$ cat config.mk
export PLATFORM = sky130hd
export DESIGN_NAME = prog_div_counter
export DESIGN_NICKNAME = d
export VERILOG_FILES = /design/src/verilog/prog_div_pkg.sv /design/src/verilog/prog_div_counter.sv /design/src/verilog/prog_div_decade.sv /design/src/verilog/prog_div_axil.sv
export SDC_FILE = /design/constraint.sdc
export NUM_CORES = 1
export LEC_CHECK = 0
export ABC_AREA = 1
export BUFFER_PORTS_ARGS = -buffer_cell sky130_fd_sc_hd__buf_4
export CORE_MARGIN = 2
export CORE_UTILIZATION = 35
export CTS_CLUSTER_DIAMETER = 200
export DETAILED_ROUTE_END_ITERATION = 10
export PLACE_DENSITY = 0.59
export REMOVE_ABC_BUFFERS = 1
export SLEW_MARGIN = 20
export SYNTH_ARGS = -nofsm -noshare
export SYNTH_HDL_FRONTEND = slang
export SYNTH_SLANG_ARGS = --single-unit
$ cat constraint.sdc
create_clock -name mclk_i -period 1.61 [get_ports mclk_i]
set_input_delay 0.322 -clock mclk_i [delete_from_list [all_inputs] [get_ports mclk_i]]
set_output_delay 0.322 -clock mclk_i [all_outputs]
set_load 0.01 [all_outputs]
$ cat src/verilog/prog_div_pkg.sv
// constants shared by the divide-by-n counter and its register slave
package prog_div_pkg;

    // ------------------------------------------------------------
    // register map (byte addresses)
    // ------------------------------------------------------------
    localparam logic [3:0]  CTRL_OFS      = 4'h0;
    localparam logic [3:0]  PRESET_OFS    = 4'h4;
    localparam logic [3:0]  STATUS_OFS    = 4'h8;
    localparam int          ADDR_W        = 4;

    // ------------------------------------------------------------
    // control fields
    // ------------------------------------------------------------
    localparam int          CTRL_MODE_LSB = 0;
    localparam int          CTRL_HOLD_LO  = 3;
    localparam int          CTRL_HOLD_HI  = 4;
    localparam int          CTRL_LATCH    = 5;
    localparam int          CTRL_W        = 6;
    localparam logic [5:0]  CTRL_RST      = 6'h06;
    localparam logic [15:0] PRESET_RST    = 16'h0003;

    // ------------------------------------------------------------
    // status fields
    // ------------------------------------------------------------
    localparam int          ST_OUT_BIT    = 0;
    localparam int          ST_RUN_BIT    = 1;
    localparam int          ST_FIRST_LSB  = 4;
    localparam int          ST_DEC_LSB    = 8;
    localparam int          ST_LAST_LSB   = 20;

    // ------------------------------------------------------------
    // mode select codes {a,b,c}
    // ------------------------------------------------------------
    localparam logic [2:0]  MODE_DIV2     = 3'h7;
    localparam logic [2:0]  MODE_DIV4     = 3'h3;
    localparam logic [2:0]  MODE_DIV5     = 3'h5;
    localparam logic [2:0]  MODE_DIV8     = 3'h1;
    localparam logic [2:0]  MODE_DIV10    = 3'h6;

    localparam logic [3:0]  BCD_TOP       = 4'h9;
    localparam int          DECADES       = 3;

    localparam logic [1:0]  RESP_OKAY     = 2'h0;
    localparam logic [1:0]  RESP_SLVERR   = 2'h2;

    typedef enum logic [2:0] {
        ST_HOLD = 3'b001,
        ST_ARM  = 3'b010,
        ST_RUN  = 3'b100
    } run_state_t;

endpackage : prog_div_pkg

$ cat src/verilog/prog_div_counter.sv
// programmable divide-by-n down-counter with axi4-lite control
// How it works
// - output pulse once every n clocks
// - start count loaded from sixteen preset bits
// - first-section wrap decrements upper sections
// - divide-by-2 frees three flops for thousands
// - code 110 divides by ten, no last
// - three bcd decades preset from upper twelve
// - max modulus 9999 or 15999 per mode
// - decades accept binary preset up to fifteen
// - divide-by-8 first section presets up to seven
// - both hold inputs low: load and freeze
// - counting mode selected: count from loaded value
// - first edge after hold only arms
// - pulse due within one cycle, or two outside divide-by-2, still issued
// - without hold, reload presets at pulse
// - latch keeps output high, else one cycle
`timescale 1ns/10ps
module prog_div_counter
    import prog_div_pkg::*;
(
    input  wire logic                           mclk_i,
    input  wire logic                           rstn_i,
    input  wire logic [prog_div_pkg::ADDR_W-1:0] awaddr_i,
    input  wire logic                           awvalid_i,
    output logic                                awready_o,
    input  wire logic [31:0]                    wdata_i,
    input  wire logic [3:0]                     wstrb_i,
    input  wire logic                           wvalid_i,
    output logic                                wready_o,
    output logic [1:0]                          bresp_o,
    output logic                                bvalid_o,
    input  wire logic                           bready_i,
    input  wire logic [prog_div_pkg::ADDR_W-1:0] araddr_i,
    input  wire logic                           arvalid_i,
    output logic                                arready_o,
    output logic [31:0]                         rdata_o,
    output logic [1:0]                          rresp_o,
    output logic                                rvalid_o,
    input  wire logic                           rready_i,
    output logic                                div_out_o
);
    import prog_div_pkg::*;

    // ------------------------------------------------------------
    // helpers
    // ------------------------------------------------------------
    function automatic logic [31:0] merge_bytes(input logic [31:0] old_v,
                                                input logic [31:0] new_v,
                                                input logic [3:0]  strb);
        logic [31:0] r;
        r = old_v;
        for (int i = 0; i < 4; i++) begin
            if (strb[i]) begin
                r[8*i +: 8] = new_v[8*i +: 8];
            end
        end
        return r;
    endfunction : merge_bytes

    // reload value of the first section: divisor minus one
    function automatic logic [3:0] first_top(input logic [2:0] mode);
        case (mode)
            MODE_DIV2:  first_top = 4'h1;
            MODE_DIV4:  first_top = 4'h3;
            MODE_DIV5:  first_top = 4'h4;
            MODE_DIV8:  first_top = 4'h7;
            MODE_DIV10: first_top = 4'h9;
            default:    first_top = 4'h0;
        endcase
    endfunction : first_top

    // low preset bits split between first and last section
    function automatic logic [3:0] first_preset(input logic [2:0] mode,
                                                input logic [3:0] p);
        case (mode)
            MODE_DIV2:  first_preset = {3'h0, p[0]};
            MODE_DIV4:  first_preset = {2'h0, p[1:0]};
            MODE_DIV5,
            MODE_DIV8:  first_preset = {1'b0, p[2:0]};
            default:    first_preset = p;
        endcase
    endfunction : first_preset

    function automatic logic [2:0] last_preset(input logic [2:0] mode,
                                               input logic [3:0] p);
        case (mode)
            MODE_DIV2:  last_preset = p[3:1];
            MODE_DIV4:  last_preset = {1'b0, p[3:2]};
            MODE_DIV5,
            MODE_DIV8:  last_preset = {2'h0, p[3]};
            default:    last_preset = 3'h0;
        endcase
    endfunction : last_preset

    // ------------------------------------------------------------
    // register bus
    // ------------------------------------------------------------
    logic [CTRL_W-1:0] ctrl_q;
    logic [15:0]       preset_q;
    logic              wr_en;
    logic [ADDR_W-1:0] wr_addr;
    logic [31:0]       wr_data;
    logic [3:0]        wr_strb;
    logic [ADDR_W-1:0] rd_addr;
    logic [31:0]       rd_data;
    logic              wr_ok;
    logic              rd_ok;
    logic [31:0]       ctrl_wr;
    logic [31:0]       preset_wr;
    logic [31:0]       status_w;

    prog_div_axil u_axil (
        .mclk_i    (mclk_i),
        .rstn_i    (rstn_i),
        .awaddr_i  (awaddr_i),
        .awvalid_i (awvalid_i),
        .awready_o (awready_o),
        .wdata_i   (wdata_i),
        .wstrb_i   (wstrb_i),
        .wvalid_i  (wvalid_i),
        .wready_o  (wready_o),
        .bresp_o   (bresp_o),
        .bvalid_o  (bvalid_o),
        .bready_i  (bready_i),
        .araddr_i  (araddr_i),
        .arvalid_i (arvalid_i),
        .arready_o (arready_o),
        .rdata_o   (rdata_o),
        .rresp_o   (rresp_o),
        .rvalid_o  (rvalid_o),
        .rready_i  (rready_i),
        .wr_en_o   (wr_en),
        .wr_addr_o (wr_addr),
        .wr_data_o (wr_data),
        .wr_strb_o (wr_strb),
        .wr_ok_i   (wr_ok),
        .rd_addr_o (rd_addr),
        .rd_data_i (rd_data),
        .rd_ok_i   (rd_ok)
    );

    assign wr_ok     = (wr_addr == CTRL_OFS) || (wr_addr == PRESET_OFS);
    assign rd_ok     = wr_ok_rd(rd_addr);
    assign ctrl_wr   = merge_bytes({{(32-CTRL_W){1'b0}}, ctrl_q}, wr_data, wr_strb);
    assign preset_wr = merge_bytes({16'h0000, preset_q}, wr_data, wr_strb);

    function automatic logic wr_ok_rd(input logic [ADDR_W-1:0] a);
        return (a == CTRL_OFS) || (a == PRESET_OFS) || (a == STATUS_OFS);
    endfunction : wr_ok_rd

    assign rd_data = (rd_addr == CTRL_OFS)   ? {{(32-CTRL_W){1'b0}}, ctrl_q} :
                     (rd_addr == PRESET_OFS) ? {16'h0000, preset_q} :
                     (rd_addr == STATUS_OFS) ? status_w : 32'h0000_0000;

    always_ff @(posedge mclk_i or negedge rstn_i) begin
        if (!rstn_i) begin
            ctrl_q   <= CTRL_RST;
            preset_q <= PRESET_RST;
        end else if (wr_en && (wr_addr == CTRL_OFS)) begin
            ctrl_q   <= ctrl_wr[CTRL_W-1:0];
        end else if (wr_en && (wr_addr == PRESET_OFS)) begin
            preset_q <= preset_wr[15:0];
        end
    end

    // ------------------------------------------------------------
    // control decode
    // ------------------------------------------------------------
    logic [2:0] mode_sel;
    logic       hold_w;
    logic       latch_w;
    logic       mode_ok;
    logic [3:0] top_w;
    logic [3:0] first_pre_w;
    logic [2:0] last_pre_w;

    assign mode_sel    = ctrl_q[CTRL_MODE_LSB +: 3];
    assign hold_w      = !ctrl_q[CTRL_HOLD_LO] && !ctrl_q[CTRL_HOLD_HI];
    assign latch_w     = ctrl_q[CTRL_LATCH];
    assign top_w       = first_top(mode_sel);
    assign mode_ok     = (top_w != 4'h0);
    assign first_pre_w = first_preset(mode_sel, preset_q[3:0]);
    assign last_pre_w  = last_preset(mode_sel, preset_q[3:0]);

    // ------------------------------------------------------------
    // counter chain
    // ------------------------------------------------------------
    run_state_t state_q;
    run_state_t state_d;
    logic [3:0] first_q;
    logic [2:0] last_q;
    logic       due_q;
    logic       out_q;
    logic [3:0] dec_q    [DECADES];
    logic       dec_zero [DECADES];
    logic       dec_en   [DECADES+1];
    logic       upper_zero;
    logic       term_w;
    logic       run_w;
    logic       count_en;
    logic       load_w;
    logic       pulse_w;

    assign run_w      = (state_q == ST_RUN) && mode_ok;
    assign upper_zero = dec_zero[0] && dec_zero[1] && dec_zero[2] && (last_q == 3'h0);
    assign term_w     = run_w && upper_zero && (first_q == 4'h1);
    assign load_w     = hold_w || term_w;
    assign count_en   = run_w && !load_w;
    assign dec_en[0]  = count_en && (first_q == 4'h0);
    assign pulse_w    = term_w || due_q;

    generate
        for (genvar g = 0; g < DECADES; g++) begin : g_dec
            prog_div_decade u_dec (
                .mclk_i   (mclk_i),
                .rstn_i   (rstn_i),
                .load_i   (load_w),
                .preset_i (preset_q[4 + 4*g +: 4]),
                .dec_i    (dec_en[g]),
                .q_o      (dec_q[g]),
                .zero_o   (dec_zero[g])
            );
            assign dec_en[g+1] = dec_en[g] && dec_zero[g];
        end
    endgenerate

    // hold loads every cycle; leaving hold arms once before counting
    always_comb begin
        state_d = state_q;
        case (state_q)
            ST_HOLD: state_d = hold_w ? ST_HOLD : ST_ARM;
            ST_ARM:  state_d = hold_w ? ST_HOLD : ST_RUN;
            ST_RUN:  state_d = hold_w ? ST_HOLD : ST_RUN;
            default: state_d = ST_HOLD;
        endcase
    end

    always_ff @(posedge mclk_i or negedge rstn_i) begin
        if (!rstn_i) begin
            state_q <= ST_HOLD;
        end else begin
            state_q <= state_d;
        end
    end

    always_ff @(posedge mclk_i or negedge rstn_i) begin
        if (!rstn_i) begin
            first_q <= 4'h0;
            last_q  <= 3'h0;
        end else if (load_w) begin
            first_q <= first_pre_w;
            last_q  <= last_pre_w;
        end else if (count_en) begin
            first_q <= (first_q == 4'h0) ? top_w : first_q - 4'h1;
            if (dec_en[DECADES]) begin
                last_q <= last_q - 3'h1;
            end
        end
    end

    // a pulse due one cycle, or outside divide-by-2 two cycles, after hold starts is still sent
    always_ff @(posedge mclk_i or negedge rstn_i) begin
        if (!rstn_i) begin
            due_q <= 1'b0;
        end else begin
            due_q <= run_w && hold_w && upper_zero && (first_q == 4'h2);
        end
    end

    always_ff @(posedge mclk_i or negedge rstn_i) begin
        if (!rstn_i) begin
            out_q <= 1'b0;
        end else begin
            out_q <= pulse_w || (latch_w && out_q);
        end
    end

    assign div_out_o = out_q;
    assign status_w  = {9'h000, last_q, dec_q[2], dec_q[1], dec_q[0], first_q,
                        2'h0, (state_q == ST_RUN), out_q};
endmodule : prog_div_counter

$ cat src/verilog/prog_div_decade.sv
// one presettable down-counting decade of the intermediate section
`timescale 1ns/10ps
module prog_div_decade
    import prog_div_pkg::*;
(
    input  wire logic       mclk_i,
    input  wire logic       rstn_i,
    input  wire logic       load_i,
    input  wire logic [3:0] preset_i,
    input  wire logic       dec_i,
    output logic      [3:0] q_o,
    output logic            zero_o
);
    logic [3:0] q_d;

    // binary preset up to 15 counts down, then wraps into bcd range
    assign zero_o = (q_o == 4'h0);
    assign q_d    = load_i ? preset_i :
                    !dec_i ? q_o :
                    zero_o ? BCD_TOP : q_o - 4'h1;

    always_ff @(posedge mclk_i or negedge rstn_i) begin
        if (!rstn_i) begin
            q_o <= 4'h0;
        end else begin
            q_o <= q_d;
        end
    end

endmodule : prog_div_decade

$ cat src/verilog/prog_div_axil.sv
// axi4-lite slave front end: handshakes, write strobe, read capture
`timescale 1ns/10ps
module prog_div_axil
    import prog_div_pkg::*;
(
    input  wire logic              mclk_i,
    input  wire logic              rstn_i,
    input  wire logic [ADDR_W-1:0] awaddr_i,
    input  wire logic              awvalid_i,
    output logic                   awready_o,
    input  wire logic [31:0]       wdata_i,
    input  wire logic [3:0]        wstrb_i,
    input  wire logic              wvalid_i,
    output logic                   wready_o,
    output logic [1:0]             bresp_o,
    output logic                   bvalid_o,
    input  wire logic              bready_i,
    input  wire logic [ADDR_W-1:0] araddr_i,
    input  wire logic              arvalid_i,
    output logic                   arready_o,
    output logic [31:0]            rdata_o,
    output logic [1:0]             rresp_o,
    output logic                   rvalid_o,
    input  wire logic              rready_i,
    output logic                   wr_en_o,
    output logic [ADDR_W-1:0]      wr_addr_o,
    output logic [31:0]            wr_data_o,
    output logic [3:0]             wr_strb_o,
    input  wire logic              wr_ok_i,
    output logic [ADDR_W-1:0]      rd_addr_o,
    input  wire logic [31:0]       rd_data_i,
    input  wire logic              rd_ok_i
);
    logic aw_full_q;
    logic w_full_q;
    logic aw_take;
    logic w_take;
    logic ar_take;
    logic aw_full_d;
    logic w_full_d;
    logic bvalid_d;
    logic rvalid_d;

    assign aw_take   = awvalid_i && awready_o;
    assign w_take    = wvalid_i && wready_o;
    assign ar_take   = arvalid_i && arready_o;
    assign wr_en_o   = aw_full_q && w_full_q;
    assign rd_addr_o = araddr_i;

    // readies come from flops, fed from the next handshake state
    assign aw_full_d = !wr_en_o && (aw_full_q || aw_take);
    assign w_full_d  = !wr_en_o && (w_full_q || w_take);
    assign bvalid_d  = wr_en_o || (bvalid_o && !bready_i);
    assign rvalid_d  = ar_take || (rvalid_o && !rready_i);

    always_ff @(posedge mclk_i or negedge rstn_i) begin
        if (!rstn_i) begin
            awready_o <= 1'b1;
            wready_o  <= 1'b1;
            arready_o <= 1'b1;
        end else begin
            awready_o <= !aw_full_d && !bvalid_d;
            wready_o  <= !w_full_d && !bvalid_d;
            arready_o <= !rvalid_d;
        end
    end

    always_ff @(posedge mclk_i or negedge rstn_i) begin
        if (!rstn_i) begin
            aw_full_q <= 1'b0;
            w_full_q  <= 1'b0;
            wr_addr_o <= '0;
            wr_data_o <= 32'h0000_0000;
            wr_strb_o <= 4'h0;
            bvalid_o  <= 1'b0;
            bresp_o   <= RESP_OKAY;
        end else begin
            if (aw_take) begin
                aw_full_q <= 1'b1;
                wr_addr_o <= awaddr_i;
            end
            if (w_take) begin
                w_full_q  <= 1'b1;
                wr_data_o <= wdata_i;
                wr_strb_o <= wstrb_i;
            end
            if (wr_en_o) begin
                aw_full_q <= 1'b0;
                w_full_q  <= 1'b0;
                bvalid_o  <= 1'b1;
                bresp_o   <= wr_ok_i ? RESP_OKAY : RESP_SLVERR;
            end else if (bvalid_o && bready_i) begin
                bvalid_o  <= 1'b0;
            end
        end
    end

    always_ff @(posedge mclk_i or negedge rstn_i) begin
        if (!rstn_i) begin
            rvalid_o <= 1'b0;
            rdata_o  <= 32'h0000_0000;
            rresp_o  <= RESP_OKAY;
        end else if (ar_take) begin
            rvalid_o <= 1'b1;
            rdata_o  <= rd_ok_i ? rd_data_i : 32'h0000_0000;
            rresp_o  <= rd_ok_i ? RESP_OKAY : RESP_SLVERR;
        end else if (rvalid_o && rready_i) begin
            rvalid_o <= 1'b0;
        end
    end

endmodule : prog_div_axil

# Yosys cells after proc, flatten, opt, wreduce, memory -nomap -nowiden
# Cells that the tools add are included.
dict set report word_totals {
  ff_bits 111
  latchBits 0
  ram_bits 0
  romBits 0
  inputBits 51
  output_inout_bits 42
  word_cells 151
  memories 0
}
dict set report classes {
  n_addsub 5
  mul 0
  div 0
  magnitude_cmp 0
  eq_ne 13
  n_shift 0
  n_mux 35
  bitwise 1
  n_reduce_logical 73
}
# operator count
set op_table {}
lappend op_table {{23-bit two-way mux} 4}
lappend op_table {{4-bit two-way mux} 12}
lappend op_table {{1-bit logical AND} 30}
lappend op_table {{4-bit logical NOT} 6}
lappend op_table {{4-bit case mux with 5 select lines} 1}
lappend op_table {{2-bit nonzero test} 9}
lappend op_table {{4-bit by 1-bit subtractor with 4-bit output (second input constant)} 4}
lappend op_table {{3-bit == test (second input constant)} 4}
lappend op_table {{3-bit two-way mux} 4}
lappend op_table {{4-bit case mux with 3 select lines} 1}
lappend op_table {{1-bit logical NOT} 10}
lappend op_table {{1-bit logical OR} 10}
lappend op_table {{3-bit case mux with 3 select lines} 1}
lappend op_table {{4-bit by 3-bit == test with 1-bit output (second input constant)} 2}
lappend op_table {{1-bit two-way mux} 8}
lappend op_table {{3-bit by 1-bit == test with 1-bit output (second input constant)} 2}
lappend op_table {{3-bit by 2-bit == test with 1-bit output (second input constant)} 2}
lappend op_table {{2-bit two-way mux} 3}
lappend op_table {{3-bit case mux with 2 select lines} 1}
lappend op_table {{3-bit AND reduction} 2}
lappend op_table {{4-bit by 1-bit == test with 1-bit output (second input constant)} 1}
lappend op_table {{4-bit by 2-bit == test with 1-bit output (second input constant)} 1}
lappend op_table {{4-bit == test (second input constant)} 1}
lappend op_table {{2-bit AND reduction} 2}
lappend op_table {{5 further kinds} 6}

# Longest topological paths before layout
# Gate-level depths: netlist (run 1).
dict set report logic_depth {
  ltp_word 16
  ltp_mapped 13
}

# Hierarchy
# A second synthesis (run 1) with hierarchy kept.
dict set report hier_totals {
  hier_cells 760
  hier_area_um2 6104.6
}
# mod n_inst cells_per_inst area_per_inst_um2 seq_area_each_um2
set modules_own_cells {}
lappend modules_own_cells {prog_div_axil 1 351 3220.6 2030.7}
lappend modules_own_cells {prog_div_counter 1 289 2095.8 857.1}
lappend modules_own_cells {prog_div_decade 3 40 262.8 100.1}

# Worst setup path after synthesis (run 1)
# No wires, ideal clock.
dict set report synth_timing {
  path_type {register to register}
  start {reg last_q[0]}
  end {reg g_dec[0].u_dec.q_o[3]}
  t_arrival_ps 1454
  required_ps 1493
  setup_slack_ps 39
  path_stages_with_launch 13
  n_path_buf 1
  cell_sequence {dfrtp_1 > inv_1 > ha_1 > inv_1 > nor2_1 > nand3_2 > nor2_4 > nand3_4 > nand2_4 > buf_8 > nand2_1 > o21ai_1 > nor2_1}
}
dict set report synth_between {
  elab_chain_len 9
}
# element line
set synth_lines {}
lappend synth_lines {{start, declared} prog_div_counter.sv:192} ;# logic [2:0] last_q;
lappend synth_lines {{start signal, assigned} prog_div_counter.sv:253} ;# last_q <= last_pre_w;
lappend synth_lines {{start signal, assigned} prog_div_counter.sv:257} ;# last_q <= last_q - 3'h1;
lappend synth_lines {{3-bit logical NOT *} prog_div_counter.sv:206} ;# assign upper_zero = dec_zero[0] && dec_zero[1] && dec_zero[2] && (last_q == 3'h0);
lappend synth_lines {{1-bit logical AND *} prog_div_counter.sv:206}
lappend synth_lines {{1-bit logical AND * (2 in a row)} prog_div_counter.sv:207} ;# assign term_w = run_w && upper_zero && (first_q == 4'h1);
lappend synth_lines {{1-bit logical OR *} prog_div_counter.sv:208} ;# assign load_w = hold_w || term_w;
lappend synth_lines {{1-bit logical NOT} prog_div_counter.sv:209} ;# assign count_en = run_w && !load_w;
lappend synth_lines {{1-bit logical AND} prog_div_counter.sv:209}
lappend synth_lines {{1-bit logical AND} prog_div_counter.sv:210} ;# assign dec_en[0] = count_en && (first_q == 4'h0);
lappend synth_lines {{2-bit nonzero test (no line)} -}
lappend synth_lines {{end signal, assigned} prog_div_decade.sv:26} ;# q_o <= q_d;
lappend synth_lines {{end, declared} prog_div_decade.sv:11} ;# output logic [3:0] q_o,
# Every way passes the cells marked *; elsewhere a longest branch is shown, timed or not.
# A chain may end at the register's enable or synchronous reset.

# Final worst setup path (run 1)
dict set report layout_timing {
  start {reg last_q[1]}
  end {reg last_q[1]}
}
dict set report layout_between {
  elab_chain_len 13
}
# element line
set layout_lines {}
lappend layout_lines {{3-bit logical NOT} prog_div_counter.sv:206}
lappend layout_lines {{1-bit logical AND} prog_div_counter.sv:206}
lappend layout_lines {{1-bit logical AND (2 in a row)} prog_div_counter.sv:207}
lappend layout_lines {{1-bit logical OR} prog_div_counter.sv:208}
lappend layout_lines {{1-bit logical NOT} prog_div_counter.sv:209}
lappend layout_lines {{1-bit logical AND} prog_div_counter.sv:209}
lappend layout_lines {{1-bit logical AND} prog_div_counter.sv:210}
lappend layout_lines {{1-bit logical AND (3 in a row)} prog_div_counter.sv:224} ;# assign dec_en[g+1] = dec_en[g] && dec_zero[g];
lappend layout_lines {{2-bit nonzero test (no line)} -}
lappend layout_lines {{2-bit AND reduction (no line)} -}
# Parallel ways exist; a longest one is shown, timed or not. The select of a mux whose other input is x is not followed.

==> results of run 1 <==
## logic make-up after synthesis
group	share of synthesized area
and+or+nand+nor	0.274
buffers and inverters	0.0911
DFF	0.517
AOI/OAI and AO/OA	0.0929
adders and majority gates	0.0154
xor gates and xnor gates	0.00901
other	0.000772
## synth_stat cells, types with 3 or more instances
master    number
a21oi_1       16
buf_4         11
clkbuf_1      13
dfrtp_1       92
dfstp_2        8
ha_1           6
inv_1         70
nand2_1      202
nand3_1       26
nand3_2        3
nand4_1        7
nor2_1        66
o21ai_0       43
o21ai_1        3
o22ai_1       11
o31ai_1        5
xor2_1         3
## worst max path at each step
stage | slack [ps] | endpoint
after floorplan | -190 | u_axil.rvalid_o
after global placement | -120 | last_q[1]
after detailed placement | -160 | last_q[1]
after CTS | -70 | last_q[1]
after global routing | -210 | last_q[1]
final | -80 | last_q[1]
## routing by layer
layer,global-route usage,vias to the layer above
li1,-,2150
met1,0.242,1917
met2,0.271,79
met3,0.0304,9
met4,0.0582,0
met5,0,-
## timing repair
action                     CTS  global route
resized for setup           11            14
hold buffers                 1             0
setup buffers                2             3
setup endpoints to repair   18            21
pin swaps                    1             3
gates cloned                 1             0
hold endpoints to repair    20             0
## worst max-delay path, stage by stage, from the launching register on
cell and delay [ps]:
dfrtp_1 400, inv_2 80, ha_4 120, inv_2 30, nor2_2 90, nand3_2 110, nor2_4 140, nand3_4 140
buf_8 180, nand3_1 80, nand2_2 80, nand2_1 60, nand2_1 60
## cell type report
type,count,area [sq um],share of cell area
clock inverter,4,26.3,0.00413
multi-input combinational,420,2010,0.316
inverter,73,274,0.0431
timing repair buffer,131,1060,0.167
tap,180,225,0.0354
sequential,100,2510,0.395
clock buffer,12,246,0.0388
## sequential cells by signal (all words and copies together), names as in the netlist, 2 cells and up
register	count
last_q	3
u_axil.wr_data_o	16
first_q	4
preset_q	16
ctrl_q	6
g_dec.u_dec.q_o	12
u_axil.wr_addr_o	4
state_q	3
u_axil.rdata_o	23
u_axil.wr_strb_o	2
## power breakdown
part	internal (mW)	switching, mW	total (mW)	leakage (nW)
Clock	1.09	0.917	2.01	0.133
Sequential	3.38	0.502	3.89	1.28
Combinational	1.91	2.43	4.34	1.91
Total	6.38	3.85	10.2	3.32
## through the flow
| stage | total power, mW | setup TNS (ps) | area [sq um] | instances | hold WS, ps |
|---|---|---|---|---|---|
| final | 10.2 | -596 | 6360 | 920 | 161 |
| after global routing | 11.1 | -2810 | 6360 | 920 | 163 |
| after CTS | 10.2 | -554 | 6290 | 917 | 149 |
| after detailed placement | 8.02 | -1370 | 5930 | 897 | 241 |
| after global placement | 7.93 | -875 | 5930 | 897 | 234 |
| after floorplan | 6.22 | -2590 | 4730 | 593 | 26.4 |
==> results.sh, run 1 <==
export IMPL_synth_area_per_cell_sq_um=7.97
export IMPL_power_leakage_nw=3.32
export IMPL_final_antenna_net_count=0
export IMPL_reg2reg_depth=12
export IMPL_crit_fanout=8
export IMPL_wl_per_cell_um=13.0
export IMPL_ys_seq_area_frac=0.517
export IMPL_start_util=0.354
export IMPL_die_area_sq_um=14800
export IMPL_ys_flop_type="dfrtp_1"
export IMPL_cts_tree="yes"
export IMPL_r2r_end="last_q[1]"
export IMPL_grt_pass1_vias=4066
export IMPL_wl_met1_um=5920
export IMPL_vias_per_cell=4.52
export IMPL_fp_dieH_um=122
export IMPL_synth_warnings=0
export IMPL_antenna_found_initial=0
export IMPL_hold_viol=0
export IMPL_place_gp_congestion=0.889
export IMPL_numCtsBuffers=9
export IMPL_holdPathEnd="u_axil.wr_data_o[11]"
export IMPL_rsz0062_at_grt="true"
export IMPL_layout_commonest_cell="nand2_1"
export IMPL_startpoint_type="register"
export IMPL_postSynth_asyncResetShare=1.00
export IMPL_clockRootBuffer="clkbuf_16"
export IMPL_dp_worst_setup_slack_ps=-156
export IMPL_clk_pin_slew_ps=70
export IMPL_diodes=0
export IMPL_yosys_area_top_type_share=0.474
export IMPL_layout_drive_gt1_share=0.250
export IMPL_ios=93
export IMPL_wl_met2_um=5380
export IMPL_worst_skew_pair_late_latency_ps=350
export IMPL_port_buffers=63
export IMPL_yosysTopAreaCell="dfrtp_1"
export IMPL_max_cap_violations=0
export IMPL_fillers=1391
export IMPL_ys_ff_latch=100
export IMPL_synth_edf_count=0
export IMPL_violations="setup timing"
export IMPL_p_per_area_nw_per_um2=1610
export IMPL_layout_setup_ws_ps=-75.5
export IMPL_synth_cell_types=35
export IMPL_vias=4155
export IMPL_rows=43
export IMPL_areaGrowthSynthToFinish_pct=30.8
export IMPL_grtUsageTotal=0.173
export IMPL_outcome="finished with violations"
export IMPL_syn_area_sq_um=4860
export IMPL_hold_path_class="input port to register"
export IMPL_ys_top_cells_by_area="dfrtp_1, nand2_1, inv_1"
export IMPL_endpoint_kind="register"
export IMPL_coreArea_sq_um=13700
export IMPL_clock_skew_ps=7.17
export IMPL_arrival_ps=1920
export IMPL_fin_crit_sh=1.05
export IMPL_rr_startpoint="last_q[1]"
export IMPL_worstHoldStart="wdata_i[11]"
export IMPL_top_layer_used="met4"
export IMPL_grt_max_degree=50
export IMPL_grt_pass1_wl_um=20000
export IMPL_critical_path_class="register to register"
export IMPL_reg2reg_setup_slack_ps=-80
export IMPL_peakVddDrop_mv=0.749
export IMPL_fin_nets=792
export IMPL_drt_pass1_iter_count=4
export IMPL_setup_viol=18
export IMPL_finalMaxSlewViolations=0
export IMPL_drc_errors=0
export IMPL_routed_wl_um=11900
export IMPL_cp_startpoint="last_q[1]"
export IMPL_dp_hpwl_um=8900
export IMPL_drt_iter0_markers=166
export IMPL_route_met3_wl_um=509
export IMPL_final_cell_mix="nand2_1, buf_4, dfrtp_1, inv_1, nor2_1"
export IMPL_hold_depth=3
export IMPL_final_util=0.463
export IMPL_crit_required_ps=1850
export IMPL_cts_htree_levels=3
export IMPL_synth_cells=610
export IMPL_post_route_min_period_ps=1690
export IMPL_max_freq_mhz=593
export IMPL_grt_overflow=0
export IMPL_cts_sinks=100
export IMPL_max_clock_path_buffers=2
export IMPL_die_x_um=122
Power figures use the tool's default switching activity.
==> inputs of run 2 (changes only) <==
Settings changed: CORE_UTILIZATION 35 to 50, PLACE_DENSITY 0.59 to 0.78, REMOVE_ABC_BUFFERS 1 to unset.
==> results.sh, run 2 (synthesis gave the netlist of run 1 again) <==
export IMPL_post_route_min_period_ps=1650
export IMPL_fin_nets=780
export IMPL_numCtsBuffers=9
export IMPL_grt_overflow=0
export IMPL_dp_hpwl_um=8590
export IMPL_vias_per_cell=5.03
export IMPL_whs_ps=129
export IMPL_diodes=0
export IMPL_cts_sinks=100
export IMPL_grt_max_degree=32
export IMPL_crit_fanout=8
export IMPL_startpoint_type="register"
export IMPL_clk_pin_slew_ps=110
export IMPL_reg_top3="u_axil.rdata_o x23, preset_q x16, u_axil.wr_data_o x16"
export IMPL_peakVddDrop_mv=0.959
export IMPL_max_freq_mhz=608
export IMPL_rows=35
export IMPL_die_area_sq_um=10500
export IMPL_final_cell_mix="nand2_1, buf_4, dfrtp_1, inv_1, nor2_1"
export IMPL_coreArea_sq_um=9330
export IMPL_rsz0062_at_grt="true"
export IMPL_layout_drive_gt1_share=0.249
export IMPL_setup_viol=15
export IMPL_critical_path_class="register to register"
export IMPL_finalMaxSlewViolations=0
export IMPL_antenna_found_initial=0
export IMPL_final_antenna_net_count=0
export IMPL_layout_setup_ws_ps=-35.5
export IMPL_clock_skew_ps=12.2
export IMPL_violations="setup timing"
export IMPL_worst_skew_pair_late_latency_ps=380
export IMPL_fin_crit_sh=1.02
export IMPL_crit_required_ps=1880
export IMPL_drt_iter0_markers=238
export IMPL_grt_pass1_wl_um=19300
export IMPL_hold_viol=0
export IMPL_cts_htree_levels=3
export IMPL_cp_common_cell="nand3_4"
export IMPL_drt_pass1_iter_count=5
export IMPL_p_per_area_nw_per_um2=1620
export IMPL_endpoint_kind="register"
export IMPL_worstPathCellList="inv_2, ha_4, inv_2, nor2_4, nand3_4, nor2_4, nand3_4, buf_6, nand3_4, nand2_2, nand2_1, nand2_1"
export IMPL_cp_top_family="simple AND/OR/NAND/NOR gates"
export IMPL_top_register="u_axil.rdata_o"
export IMPL_routed_wl_um=11400
export IMPL_areaGrowthSynthToFinish_pct=26.9
export IMPL_hold_path_class="input port to register"
export IMPL_largest_register_ffs=23
export IMPL_grtUsageTotal=0.236
export IMPL_max_clock_path_buffers=2
export IMPL_drc_errors=0
export IMPL_place_gp_congestion=0.992
export IMPL_max_cap_violations=0
export IMPL_placedCellCount=834
export IMPL_grt_pass1_vias=4246
export IMPL_dp_worst_setup_slack_ps=-98.6
export IMPL_register_area_sq_um=2510
export IMPL_wl_per_cell_um=13.3
export IMPL_fp_dieH_um=103
export IMPL_cts_tree="yes"
export IMPL_cp_buffers_inverters=3
export IMPL_vias=4314
export IMPL_fillers=820
export IMPL_ios=93
export IMPL_power_leakage_nw=3.22
export IMPL_port_buffers=63
export IMPL_clockRootBuffer="clkbuf_8"
export IMPL_fin_cells=857
export IMPL_slowest_stage="dfrtp_1"
export IMPL_slowest_delay_ps=410
export IMPL_multi_input_area_sq_um=2040
export IMPL_outcome="finished with violations"
export IMPL_start_util=0.521
export IMPL_die_x_um=103
export IMPL_arrival_ps=1920
export IMPL_layout_commonest_cell="nand2_1"
[run 2: cell types whose count changed in the layout (fill, tap and decap cells not counted), sizes merged]
cell      previous run  this run
clkinv               4         3
clkbuf              12         9
inv                 72        75
buf                130       118
clkinvlp             1         2
[run 2: path summary, 6_finish.rpt]
check | from | cells past startpoint | endpoint | slack [ps]
hold reg to reg | u_axil.rvalid_o | 1 | u_axil.arready_o | 440
setup reg to reg | last_q[0] | 12 | last_q[1] | -40
setup / recovery | last_q[0] | 12 | last_q[1] | -40
max in group asynchronous | rstn_i | 3 | u_axil.wready_o | 610
min in group asynchronous | rstn_i | 2 | u_axil.rdata_o[3] | 430
hold / removal | wdata_i[11] | 3 | u_axil.wr_data_o[11] | 130
[run 2: worst register-to-register path, cell delays in order, from the launching register on]
cell	delay (ps)
dfrtp_1	410
inv_2	80
ha_4	120
inv_2	30
nor2_4	100
nand3_4	100
nor2_4	140
nand3_4	120
buf_6	170
nand3_4	80
nand2_2	80
nand2_1	60
nand2_1	50
[run 2: where the power goes]
group          switching, mW  internal (mW)
sequential             0.542           3.38
combinational           2.58           1.96
clock                  0.944          0.584
total                   4.07           5.92
[run 2: timing repair]
action | CTS | global route
hold buffers | 1 | 0
pin swaps | 16 | 5
cloned | 1 | 0
buffers inserted | 4 | 2
setup endpoints to repair | 19 | 22
hold endpoints to repair | 23 | 0
gates resized for setup | 26 | 11
[run 2: final cells by class]
cell class,count,area share
clock buffers,9,0.0201
clock inverters,7,0.00933
inverters,73,0.0448
multi-input cells,420,0.331
flip-flops and latches,100,0.407
well taps,129,0.0262
repair buffers,119,0.161
[run 2: routing by layer]
layer	global-route usage	wire length [um]	share of wire
met5	0	0	0
met3	0.0386	578	0.051
met1	0.299	4940	0.43
met2	0.402	5590	0.49
met4	0.0974	283	0.025
[run 2: metrics by stage]
step	total power, mW	setup TNS (ps)	instance area, sq um	util
after floorplan	6.36	0	4900	-
after global placement	7.80	-154	5790	0.621
after detailed placement	7.98	-785	5790	0.621
after CTS	9.83	-255	6120	0.656
after global routing	10.8	-2540	6170	0.661
final	9.99	-321	6170	0.661
==> inputs of run 3 (changes only) <==
Settings changed: SETUP_SLACK_MARGIN set to 0.05.
==> results.sh, run 3 (synthesis gave the netlist of run 1 again) <==
export IMPL_layout_drive_gt1_share=0.239
export IMPL_clock_power_share=0.160
export IMPL_dp_worst_setup_slack_ps=-94.6
export IMPL_cts_htree_levels=3
export IMPL_p_per_area_nw_per_um2=1600
export IMPL_max_cap_violations=0
export IMPL_outcome="finished with violations"
export IMPL_power_leakage_nw=3.19
export IMPL_drt_pass1_iter_count=4
export IMPL_arrival_ps=1930
export IMPL_coreArea_sq_um=9330
export IMPL_final_cell_mix="nand2_1, buf_4, dfrtp_1, inv_1, nor2_1"
export IMPL_seq_power_share=0.401
export IMPL_hold_depth=3
export IMPL_max_freq_mhz=604
export IMPL_rows=35
export IMPL_antenna_found_initial=0
export IMPL_post_route_min_period_ps=1660
export IMPL_layout_commonest_cell="nand2_1"
export IMPL_finalMaxSlewViolations=0
export IMPL_vias=4223
export IMPL_peakVddDrop_mv=0.808
export IMPL_grt_pass1_wl_um=18400
export IMPL_reg2reg_depth=12
export IMPL_cellInternalPower_mw=5.80
export IMPL_max_clock_path_buffers=2
export IMPL_areaGrowthSynthToFinish_pct=25.7
export IMPL_top_register="u_axil.rdata_o"
export IMPL_reg_top3="u_axil.rdata_o x23, preset_q x16, u_axil.wr_data_o x16"
export IMPL_fillers=796
export IMPL_layout_setup_ws_ps=-46.7
export IMPL_diodes=0
export IMPL_fp_dieH_um=103
export IMPL_grt_max_degree=42
export IMPL_reg2reg_setup_slack_ps=-50
export IMPL_p_comb_frac=0.439
export IMPL_cts_tree="yes"
export IMPL_drt_iter0_markers=249
export IMPL_vias_per_cell=4.96
export IMPL_crit_fanout=8
export IMPL_port_buffers=63
export IMPL_final_antenna_net_count=0
export IMPL_drc_errors=0
export IMPL_clk_pin_slew_ps=110
export IMPL_ios=93
export IMPL_r2r_end="last_q[2]"
export IMPL_fin_crit_sh=1.03
export IMPL_hold_viol=0
export IMPL_routed_wl_um=11100
export IMPL_rr_startpoint="last_q[0]"
export IMPL_cts_sinks=100
export IMPL_p_sw_frac=0.406
export IMPL_holdPathEnd="u_axil.wr_data_o[11]"
export IMPL_startpoint_type="register"
export IMPL_start_util=0.521
export IMPL_violations="setup timing"
export IMPL_critical_path_class="register to register"
export IMPL_place_gp_congestion=0.875
export IMPL_clock_skew_ps=8.39
export IMPL_grt_overflow=0
export IMPL_numCtsBuffers=9
export IMPL_largest_register_ffs=23
export IMPL_whs_ps=145
export IMPL_grt_pass1_vias=4061
export IMPL_worstHoldStart="wdata_i[11]"
export IMPL_p_sw_mw=3.95
export IMPL_hold_path_class="input port to register"
export IMPL_grtUsageTotal=0.224
export IMPL_rsz0062_at_grt="true"
export IMPL_crit_required_ps=1880
export IMPL_worst_skew_pair_late_latency_ps=370
export IMPL_wl_per_cell_um=13.0
export IMPL_clockRootBuffer="clkbuf_8"
export IMPL_die_x_um=103
export IMPL_endpoint_kind="register"
export IMPL_dp_hpwl_um=8330
export IMPL_die_area_sq_um=10500
export IMPL_fin_nets=775
export IMPL_setup_viol=13
[run 3: cell types whose count changed in the layout (fill, tap and decap cells not counted), sizes merged]
| cell | previous run | this run |
|---|---|---|
| inv | 75 | 74 |
| buf | 118 | 113 |
| clkinv | 3 | 4 |
[run 3: metrics by stage]
| stage | util | power, mW | std cells | instance area [sq um] | TNS [ps] |
|---|---|---|---|---|---|
| 2_1_floorplan | - | 6.36 | 620 | 4900 | 0 |
| 3_3_place_gp | 0.616 | 7.71 | 829 | 5740 | -146 |
| 3_5_place_dp | 0.616 | 7.88 | 829 | 5740 | -548 |
| 4_1_cts | 0.647 | 9.60 | 848 | 6040 | -239 |
| 5_1_grt | 0.655 | 10.6 | 852 | 6110 | -2000 |
| 6_report | 0.655 | 9.75 | 852 | 6110 | -355 |
[run 3: routing by layer]
layer,share of wire,wire length [um],vias to the layer above,GRT usage
li1,-,-,2109,-
met1,0.46,5150,1970,0.310
met2,0.46,5140,130,0.367
met3,0.053,591,14,0.0298
met4,0.017,190,0,0.0769
met5,0,0,-,0
[run 3: worst max-delay path by stage]
stage | to | slack (ps) | startpoint | cells after the start
final | last_q[2] | -50 | last_q[0] | 12
after global routing | last_q[1] | -150 | last_q[0] | 12
after CTS | last_q[1] | -30 | last_q[0] | 12
after detailed placement | last_q[1] | -90 | last_q[0] | 12
after global placement | last_q[1] | -50 | last_q[1] | 12
after floorplan | g_dec[0].u_dec.q_o[3] | 50 | last_q[0] | 12
[run 3: timing repair]
| item | 4_1_cts | 5_1_grt |
|---|---|---|
| endpoints found under the hold margin | 13 | 0 |
| setup buffers | 1 | 4 |
| gates resized for setup | 16 | 13 |
| pin swaps | 3 | 2 |
| hold buffers | 1 | 0 |
| cloned | 1 | 0 |
| endpoints found under the setup margin | 19 | 24 |
[run 3: layout make-up]
type	count	area, sq um	share of cell area
Sequential cell	100	2510	0.411
Multi-Input combinational cell	420	2030	0.332
Timing Repair Buffer	114	936	0.153
Inverter	73	274	0.0449
Tap cell	129	161	0.0264
Clock buffer	9	124	0.0203
Clock inverter	7	71.3	0.0117
[run 3: power groups by stage]
stage | logic (mW) | registers, mW | clock network (mW)
after global placement | 3.82 | 3.89 | 0
after CTS | 4.11 | 3.89 | 1.61
after floorplan | 2.46 | 3.90 | 0
after global routing | 4.85 | 4.00 | 1.71
final | 4.28 | 3.91 | 1.56
after detailed placement | 3.95 | 3.93 | 0
[run 3: worst max-delay path, cell delays in order, from the launching register on]
cell and delay (ps):
dfrtp_1 410, inv_2 90, ha_4 130, inv_2 30
nor2_2 80, nand3_2 110, nor2_4 110, nand3_4 140
buf_8 190, nand3_4 90, nand2_4 70, nand2_2 60
nand2_1 50
